--- config.mk ---
export PLATFORM = sky130hd
export DESIGN_NAME = mcr_master_config
export DESIGN_NICKNAME = d
export VERILOG_FILES = /design/src/design/mcr_pkg.sv /design/src/design/mcr_reply_tx.sv /design/src/design/mcr_master_config.sv
export VERILOG_INCLUDE_DIRS = /design/src /design/src/design
export SDC_FILE = /design/constraint.sdc
export NUM_CORES = 1
export LEC_CHECK = 0
export BUFFER_PORTS_ARGS = -buffer_cell sky130_fd_sc_hd__buf_4
export CORE_ASPECT_RATIO = 0.8
export CORE_MARGIN = 2
export CORE_UTILIZATION = 54
export DETAILED_ROUTE_END_ITERATION = 6
export GPL_TIMING_DRIVEN = 0
export PLACE_DENSITY = 0.83
export SLEW_MARGIN = 20
export SYNTH_ARGS = -nofsm -noshare
export SYNTH_HDL_FRONTEND = slang
export SYNTH_HIERARCHICAL = 1
export SYNTH_SLANG_ARGS = --single-unit
--- constraint.sdc ---
create_clock -name CLOCK -period 3.65 [get_ports CLOCK]
set_input_delay 0.73 -clock CLOCK [delete_from_list [all_inputs] [get_ports CLOCK]]
set_output_delay 0.73 -clock CLOCK [all_outputs]
set_load 0.02 [all_outputs]
--- src/design/mcr_map.svh ---
`ifndef MCR_MAP_SVH
`define MCR_MAP_SVH

// ------------------------------------------------------------
// master configuration layout
// ------------------------------------------------------------
`define MCR_CFG_WIDTH 16
`define MCR_WRITE_MASK 16'h8733
`define MCR_RESET_VALUE 16'h0000
`define MCR_BIT_ANALOG_ENABLE 15
`define MCR_BIT_ANALOG_CHANNEL 14
`define MCR_BIT_MOTION_MODE 10
`define MCR_BIT_ACCEL_MODE 9
`define MCR_BIT_DECEL_MODE 8
`define MCR_BIT_ZERO_NOTICE 5
`define MCR_BIT_MOVE_NOTICE 4
`define MCR_BIT_SENSOR_TWO_NOTICE 1
`define MCR_BIT_SENSOR_ONE_NOTICE 0

// ------------------------------------------------------------
// notification codes
// ------------------------------------------------------------
`define MCR_CODE_MOVE_DONE 8'hA8
`define MCR_CODE_ZERO 8'hA9
`define MCR_CODE_HIGH 8'hA1
`define MCR_CODE_LOW 8'hA0
`define MCR_CODE_S2_RISE 8'hA3
`define MCR_CODE_S2_FALL 8'hA2

// ------------------------------------------------------------
// pending notice slots
// ------------------------------------------------------------
`define MCR_NOTICE_COUNT 6
`define MCR_SLOT_MOVE 0
`define MCR_SLOT_ZERO 1
`define MCR_SLOT_HIGH 2
`define MCR_SLOT_LOW 3
`define MCR_SLOT_S2_RISE 4
`define MCR_SLOT_S2_FALL 5

// ------------------------------------------------------------
// reply frame
// ------------------------------------------------------------
`define MCR_FRAME_START 8'hAA
`define MCR_FRAME_ZERO 8'h00
`define MCR_FRAME_MSG_ID 8'hB0
`define MCR_FRAME_END 8'hFF
`define MCR_FRAME_LAST 3'd6

`endif

--- src/design/mcr_pkg.sv ---
package mcr_pkg;

    // ------------------------------------------------------------
    // register image
    // ------------------------------------------------------------
    typedef struct packed {
        logic analog_input_enable;
        logic analog_channel_select;
        logic [2:0] unused_13_11;
        logic motion_control_mode;
        logic accel_input_mode;
        logic decel_input_mode;
        logic [1:0] unused_7_6;
        logic zero_position_notice_enable;
        logic move_complete_notice_enable;
        logic [1:0] unused_3_2;
        logic sensor_two_notice_enable;
        logic sensor_one_notice_enable;
    } mcr_cfg_t;

    // ------------------------------------------------------------
    // event pulses from the motion core
    // ------------------------------------------------------------
    typedef struct packed {
        logic move_done;
        logic zero_reached;
        logic s1_rise;
        logic s1_fall;
        logic s2_rise;
        logic s2_fall;
        logic above_upper;
        logic below_lower;
    } mcr_event_t;

    // ------------------------------------------------------------
    // states
    // ------------------------------------------------------------
    typedef enum logic [1:0] {
        MCR_LOAD = 2'b01,
        MCR_RUN = 2'b10
    } mcr_boot_t;

    typedef enum logic [1:0] {
        MCR_SAVE_IDLE = 2'b01,
        MCR_SAVE_BUSY = 2'b10
    } mcr_save_t;

endpackage

--- src/design/mcr_reply_tx.sv ---
`timescale 1ns/1ps
`default_nettype none
`include "mcr_map.svh"

module mcr_reply_tx (
    input wire logic clock,
    input wire logic rst,
    input wire logic start,
    input wire logic [15:0] value,
    output logic reply_valid,
    output logic [7:0] reply_byte,
    input wire logic reply_ready,
    output logic busy
);
    import mcr_pkg::*;

    logic active_reg;
    logic [2:0] idx_reg;
    logic [15:0] value_reg;
    logic [7:0] byte_reg;

    // ------------------------------------------------------------
    // frame bytes, value in seven-bit groups
    // ------------------------------------------------------------
    function automatic logic [7:0] frame_byte(input logic [2:0] idx, input logic [15:0] v);
        case (idx)
            3'd0: frame_byte = `MCR_FRAME_START;
            3'd1: frame_byte = `MCR_FRAME_ZERO;
            3'd2: frame_byte = `MCR_FRAME_MSG_ID;
            3'd3: frame_byte = {6'h00, v[15:14]};
            3'd4: frame_byte = {1'b0, v[13:7]};
            3'd5: frame_byte = {1'b0, v[6:0]};
            default: frame_byte = `MCR_FRAME_END;
        endcase
    endfunction

    assign reply_valid = active_reg;
    assign reply_byte = byte_reg;
    assign busy = active_reg;

    always_ff @(posedge clock) begin
        if (rst) begin
            active_reg <= 1'b0;
            idx_reg <= 3'd0;
            value_reg <= 16'h0000;
            byte_reg <= 8'h00;
        end else if (start && !active_reg) begin
            active_reg <= 1'b1;
            idx_reg <= 3'd0;
            value_reg <= value;
            byte_reg <= frame_byte(3'd0, value);
        end else if (active_reg && reply_ready) begin
            if (idx_reg == `MCR_FRAME_LAST) begin
                active_reg <= 1'b0;
            end else begin
                idx_reg <= idx_reg + 3'd1;
                byte_reg <= frame_byte(idx_reg + 3'd1, value_reg);
            end
        end
    end
endmodule
`default_nettype wire

--- src/design/mcr_master_config.sv ---
`timescale 1ns/1ps
`default_nettype none
`include "mcr_map.svh"

// Contract
// - move complete notice uses code A8
// - zero position reached notice uses A9
// - A1 means analog high, else event two
// - A0 means analog low, else event three
// - notice sources share enable bits: A1/A0 share bit 0 and A3/A2 share bit 1
// - writes apply now, saved to nonvolatile store
// - sixteen bit register, upper and lower byte
// - bit 15 enables analog sensor one
// - bit 14 channel select, always zero here
// - unimplemented bits always read zero
// - bit 10 selects advanced motion control
// - bit 9 selects acceleration input mode
// - bit 8 selects deceleration input mode
// - bit 5 enables zero position notice
// - bit 4 enables move complete notice
// - bit 1 enables sensor two notices
// - bit 0 enables sensor one notices
// - reply frame AA 00 B0 three bytes FF
module mcr_master_config #(
    parameter logic [15:0] RESET_VALUE = `MCR_RESET_VALUE
) (
    input wire logic CLOCK,
    input wire logic RST,
    input wire logic CMD_VALID,
    input wire logic CMD_WRITE,
    input wire logic [15:0] CMD_DATA,
    output logic CMD_READY,
    output logic REPLY_VALID,
    output logic [7:0] REPLY_BYTE,
    input wire logic REPLY_READY,
    input wire mcr_pkg::mcr_event_t EVENTS,
    output logic NOTICE_VALID,
    output logic [7:0] NOTICE_CODE,
    input wire logic NOTICE_READY,
    output var mcr_pkg::mcr_cfg_t CONFIG,
    output logic NVM_RD_REQ,
    input wire logic NVM_RD_VALID,
    input wire logic [15:0] NVM_RD_DATA,
    output logic NVM_WR_REQ,
    output logic [15:0] NVM_WR_DATA,
    input wire logic NVM_WR_ACK,
    output logic BOOT_DONE
);
    import mcr_pkg::*;

    // ------------------------------------------------------------
    // declarations
    // ------------------------------------------------------------
    logic [15:0] cfg_reg;
    mcr_cfg_t cfg;
    mcr_boot_t boot_reg;
    mcr_boot_t boot_next;
    mcr_save_t save_reg;
    mcr_save_t save_next;
    logic save_pend_reg;
    logic [15:0] save_data_reg;
    logic [5:0] pend_reg;
    logic [5:0] pend_next;
    logic [5:0] pend_set;
    logic [5:0] pend_clr;
    logic [5:0] pend_en;
    logic [5:0] pick;
    logic notice_valid_reg;
    logic [7:0] notice_code_reg;
    logic notice_load;
    logic cmd_take;
    logic cmd_wr;
    logic [15:0] reply_value;
    logic tx_busy;

    // ------------------------------------------------------------
    // helpers
    // ------------------------------------------------------------
    function automatic logic [15:0] apply_mask(input logic [15:0] v);
        apply_mask = v & `MCR_WRITE_MASK;
    endfunction

    function automatic logic [5:0] first_set(input logic [5:0] v);
        first_set = v & (~v + 6'd1);
    endfunction

    function automatic logic [7:0] code_of(input logic [5:0] onehot);
        case (onehot)
            6'b000001: code_of = `MCR_CODE_MOVE_DONE;
            6'b000010: code_of = `MCR_CODE_ZERO;
            6'b000100: code_of = `MCR_CODE_HIGH;
            6'b001000: code_of = `MCR_CODE_LOW;
            6'b010000: code_of = `MCR_CODE_S2_RISE;
            default: code_of = `MCR_CODE_S2_FALL;
        endcase
    endfunction

    // ------------------------------------------------------------
    // register image and decode
    // ------------------------------------------------------------
    assign cfg = mcr_cfg_t'(cfg_reg);
    assign CONFIG = cfg;

    assign cmd_take = CMD_VALID && CMD_READY;
    assign cmd_wr = cmd_take && CMD_WRITE;
    assign CMD_READY = (boot_reg == MCR_RUN) && !tx_busy;
    assign BOOT_DONE = (boot_reg == MCR_RUN);

    always_ff @(posedge CLOCK) begin
        if (RST) begin
            cfg_reg <= `MCR_RESET_VALUE;
        end else if (boot_reg == MCR_LOAD && NVM_RD_VALID) begin
            cfg_reg <= apply_mask(NVM_RD_DATA);
        end else if (boot_reg == MCR_LOAD) begin
            cfg_reg <= apply_mask(RESET_VALUE);
        end else if (cmd_wr) begin
            cfg_reg <= apply_mask(CMD_DATA);
        end
    end

    // ------------------------------------------------------------
    // restore from nonvolatile store after reset
    // ------------------------------------------------------------
    always_comb begin
        boot_next = boot_reg;
        case (boot_reg)
            MCR_LOAD: begin
                if (NVM_RD_VALID) begin
                    boot_next = MCR_RUN;
                end
            end
            MCR_RUN: boot_next = MCR_RUN;
            default: boot_next = MCR_LOAD;
        endcase
    end

    always_ff @(posedge CLOCK) begin
        if (RST) begin
            boot_reg <= MCR_LOAD;
        end else begin
            boot_reg <= boot_next;
        end
    end

    assign NVM_RD_REQ = (boot_reg == MCR_LOAD);

    // ------------------------------------------------------------
    // background save, never stalls commands or notices
    // ------------------------------------------------------------
    always_comb begin
        save_next = save_reg;
        case (save_reg)
            MCR_SAVE_IDLE: begin
                if (save_pend_reg) begin
                    save_next = MCR_SAVE_BUSY;
                end
            end
            MCR_SAVE_BUSY: begin
                if (NVM_WR_ACK) begin
                    save_next = MCR_SAVE_IDLE;
                end
            end
            default: save_next = MCR_SAVE_IDLE;
        endcase
    end

    always_ff @(posedge CLOCK) begin
        if (RST) begin
            save_reg <= MCR_SAVE_IDLE;
        end else begin
            save_reg <= save_next;
        end
    end

    always_ff @(posedge CLOCK) begin
        if (RST) begin
            save_pend_reg <= 1'b0;
        end else if (cmd_wr) begin
            save_pend_reg <= 1'b1;
        end else if (save_reg == MCR_SAVE_IDLE) begin
            save_pend_reg <= 1'b0;
        end
    end

    always_ff @(posedge CLOCK) begin
        if (RST) begin
            save_data_reg <= 16'h0000;
        end else if (save_reg == MCR_SAVE_IDLE && save_pend_reg) begin
            save_data_reg <= cfg_reg;
        end
    end

    assign NVM_WR_REQ = (save_reg == MCR_SAVE_BUSY);
    assign NVM_WR_DATA = save_data_reg;

    // ------------------------------------------------------------
    // reply frame
    // ------------------------------------------------------------
    assign reply_value = CMD_WRITE ? apply_mask(CMD_DATA) : cfg_reg;

    mcr_reply_tx u_reply (
        .clock(CLOCK),
        .rst(RST),
        .start(cmd_take),
        .value(reply_value),
        .reply_valid(REPLY_VALID),
        .reply_byte(REPLY_BYTE),
        .reply_ready(REPLY_READY),
        .busy(tx_busy)
    );

    // ------------------------------------------------------------
    // notice enables and event mapping
    // ------------------------------------------------------------
    always_comb begin
        pend_en = 6'h00;
        pend_en[`MCR_SLOT_MOVE] = cfg.move_complete_notice_enable;
        pend_en[`MCR_SLOT_ZERO] = cfg.zero_position_notice_enable;
        pend_en[`MCR_SLOT_HIGH] = cfg.sensor_one_notice_enable;
        pend_en[`MCR_SLOT_LOW] = cfg.sensor_one_notice_enable;
        pend_en[`MCR_SLOT_S2_RISE] = cfg.sensor_two_notice_enable;
        pend_en[`MCR_SLOT_S2_FALL] = cfg.sensor_two_notice_enable;
    end

    always_comb begin
        pend_set = 6'h00;
        pend_set[`MCR_SLOT_MOVE] = EVENTS.move_done;
        pend_set[`MCR_SLOT_ZERO] = EVENTS.zero_reached;
        pend_set[`MCR_SLOT_HIGH] = cfg.analog_input_enable ? EVENTS.above_upper : EVENTS.s1_rise;
        pend_set[`MCR_SLOT_LOW] = cfg.analog_input_enable ? EVENTS.below_lower : EVENTS.s1_fall;
        pend_set[`MCR_SLOT_S2_RISE] = EVENTS.s2_rise;
        pend_set[`MCR_SLOT_S2_FALL] = EVENTS.s2_fall;
    end

    assign pick = first_set(pend_reg);
    assign notice_load = (pend_reg != 6'h00) && (!notice_valid_reg || NOTICE_READY);
    assign pend_clr = notice_load ? pick : 6'h00;
    assign pend_next = ((pend_reg & ~pend_clr) | pend_set) & pend_en;

    always_ff @(posedge CLOCK) begin
        if (RST) begin
            pend_reg <= 6'h00;
        end else begin
            pend_reg <= pend_next;
        end
    end

    // ------------------------------------------------------------
    // notice output
    // ------------------------------------------------------------
    always_ff @(posedge CLOCK) begin
        if (RST) begin
            notice_valid_reg <= 1'b0;
            notice_code_reg <= 8'h00;
        end else if (notice_load) begin
            notice_valid_reg <= 1'b1;
            notice_code_reg <= code_of(pick);
        end else if (NOTICE_READY) begin
            notice_valid_reg <= 1'b0;
        end
    end

    assign NOTICE_VALID = notice_valid_reg;
    assign NOTICE_CODE = notice_code_reg;
endmodule
`default_nettype wire

==> key figures <==
Clock tree
  – H-tree levels: 3
  – Clock slew at reported path FFs: 0.06 ns
  – Hold Buf Count CTS: 0
  – CTS Buffer Depth: 2
  – CTS Sinks: 60
  – CTS Buf Count: 9
  – CTS tree: yes
  – Postcts setup bufs: 0
  – CTS root buffer: clkbuf_8
  – Clk_lat worst skew: 0.34 ns
  – CTS resizes: 0

Setup path
  – CP Class: reg -> out
  – Req. time, crit path: 2.92 ns
  – Worst path max stage delay: 0.33 ns
  – Worst-path fanout max: 3
  – Crit-path cells: inv_1 > ha_1 > nor2b_1 > buf_4
  – Crit end category: output pin
  – Slowest CP cell: dfxtp_1
  – Worst EP arrival: 1.30 ns
  – Critical Path Start Type: flop

Synthesis
  – Synth Flop Type: dfxtp_1
  – Post-synthesis cell area: 2890 sq um
  – Synth Instances: 333
  – Synth warn: 6
  – Post-synth cell types: 44
  – #FFs+latches synth: 60
  – Syn Area/Cell: 8.69 sq um
  – Asr flop ratio synth: 0%
  – Post-synth EDFFs: 0
  – Seq/Total Area, Yosys: 41.5%

Route
  – Antenna Nets Post-Route: 0
  – Drt drc: 7
  – Vias per inst: 5.46
  – DRT Pass-1 Iters: 7
  – Detailed router's first-iteration violation count: 229
  – Wirelength, routed: 7210 microns
  – Via Count: 2731
  – Routed WL per cell: 14.4 microns

Floorplan
  – Die Ht: 69.5 microns
  – DIE AREA: 5960 sq um
  – Starting density of the core: 56.8%
  – CORE AREA: 5090 sq um
  – IO Count: 102
  – Die extent in x: 85.9 microns
  – Row count: 23

STA
  – Endpoints failing hold: 0
  – Max Clock Skew: 0.00821 ns
  – Final Setup Violations: 0
  – Worst Max-Slew Pin Slew: 0.744 ns
  – Relative slew slack: 50.4%
  – Fin crit period: 2.03 ns
  – Worst Setup Slack, final: 1.62 ns
  – Tcrit/Tclk final: 55.7%
  – Slew Limit Fails: 0
  – RSZ-0062 raised after global routing: false
  – Fmax: 492 MHz
  – TNS Setup: 0 ns

Power
  – Combinational group share of total power: 36.6%
  – Total power: 0.00223 W
  – Max VDD drop: 0.000421 V
  – Reg power frac: 39.9%
  – Power per cell area: 599 nW/um^2
  – Clock network power share: 23.5%
  – Pleak: 1.65 nW
  – Int Power: 0.00140 W
  – Switching fraction of total power: 37.0%
  – Switching power total: 0.000825 W

Global routing
  – Total GRT Usage: 24.5%
  – Vias in the first global route: 2408
  – Largest net degree at the start of global routing: 11
  – Global-route wire length before repair: 11600 microns
  – GRT Residual Overflow: 0
  – Initial antenna violation count: 0

Worst hold path
  – Hold Crit Class: reg -> reg

Run status
  – Status: finished, violations left
  – Failing checks: DRC

Cells and area
  – Filler instances: 393
  – N_diodes: 0
  – Max FFs per register: 16
  – Area delta synth->final: 28.5%
  – Multi-input logic area: 1490 sq um
  – Proportion of layout cells with a drive suffix above 1: 27.9%
  – Reg area: 1200 sq um
  – Layout Nets: 489

Placement
  – Post-detail-place hpwl: 5310 microns
  – Pre-CTS setup slack: 1.43 ns
  – Final Wtd Congestion: 0.861
  – # port buffers: 64

Flow run
  – Maximum capacitance violations: 0
path summary, 6_finish.rpt:
path | from | to | slack, ns | depth (start not counted)
worst min register to register | u_reply/value_reg[6]$_SDFFE_PP0P_ | u_reply/value_reg[6]$_SDFFE_PP0P_ | 0.45 | 2
worst max-delay path | boot_reg[0]$_SDFFE_PP1P_ | CMD_READY | 1.62 | 4
worst max register to register | boot_reg[1]$_SDFFE_PP0P_ | CONFIG[9]$_SDFFE_PP0P_ | 1.66 | 6
worst min-delay path | u_reply/value_reg[6]$_SDFFE_PP0P_ | u_reply/value_reg[6]$_SDFFE_PP0P_ | 0.45 | 2
layer usage:
metal  wire length, microns  up-vias  global-route usage [%]
met5                      0        -                       0
met2                   3200      144                    36.6
li1                       -     1314                       -
met3                    676       11                    7.50
met1                   3270     1262                    34.4
met4                     67        0                    6.17
placed cells by master (no fill, tap or decap), types with 7 or more instances in the layout:
| cell | instances |
|---|---|
| a21oi_1 | 37 |
| a221oi_1 | 10 |
| a31oi_1 | 10 |
| buf_2 | 8 |
| buf_4 | 86 |
| clkbuf_1 | 13 |
| clkbuf_8 | 11 |
| conb_1 | 27 |
| dfxtp_1 | 60 |
| ha_1 | 7 |
| inv_1 | 9 |
| mux2_2 | 8 |
| mux2i_1 | 12 |
| nand2_1 | 34 |
| nand2b_1 | 9 |
| nor2_1 | 26 |
| nor2b_1 | 12 |
| o21ai_0 | 11 |
cells in the mapped netlist, types with 3 or more instances:
cell type  instances  area share (%)
a21o_1             3            0.78
a21oi_1           37             6.4
a221oi_1          10             3.0
a22oi_1            4             1.0
a31oi_1           10             2.2
buf_2              8             1.4
buf_4             22             5.7
clkbuf_1          11             1.4
dfxtp_1           60              42
ha_1               7             3.0
inv_1              9             1.2
mux2_2             8             3.1
mux2i_1           12             4.2
nand2_1           34             4.4
nand2b_1           9             1.9
nor2_1            26             3.4
nor2b_1           12             2.6
nor3_1             6             1.0
o21ai_0           11             1.9
stage by stage:
step                utilization, %  hold WS (ns)  cell area [sq um]  std cells
CTS                           73.0         0.454               3720        500
global placement              69.7         0.442               3550        485
finish                        73.0         0.455               3720        500
floorplan                        -         0.433               2990        359
global route                  73.0         0.469               3720        500
detailed placement            69.7         0.447               3550        485
critical path: cells and delay by family (launching register included):
family	cells	cell delay (ns)
DFF	1	0.33
buffers and inverters	2	0.24
adders and majority gates	1	0.24
and+or+nand+nor	1	0.16
final cells by class:
class / instances / area share [%]
Clock inverter: 2 / 0.269
Tap cell: 62 / 2.09
Sequential cell: 60 / 32.3
Buffer: 44 / 7.13
Timing Repair Buffer: 64 / 12.9
Clock buffer: 13 / 4.27
Multi-Input combinational cell: 246 / 40.1
Inverter: 9 / 0.908
cell families after synthesis:
group | synth area share (%)
other cells | 0.130
fa+ha+maj | 3.03
xor+xnor | 0.865
simple gates | 17.1
compound gates | 19.8
mux | 7.26
flops | 41.5
buf+inv | 10.3
power by group through the flow:
stage | sequential (W) | clock [W] | combinational (W)
CTS | 0.000886 | 0.000526 | 0.000805
detailed placement | 0.000898 | 0 | 0.000802
global placement | 0.000895 | 0 | 0.000779
floorplan | 0.000965 | 0 | 0.000440
global route | 0.000904 | 0.000557 | 0.000877
finish | 0.000889 | 0.000523 | 0.000816
Power figures use the tool's default switching activity.
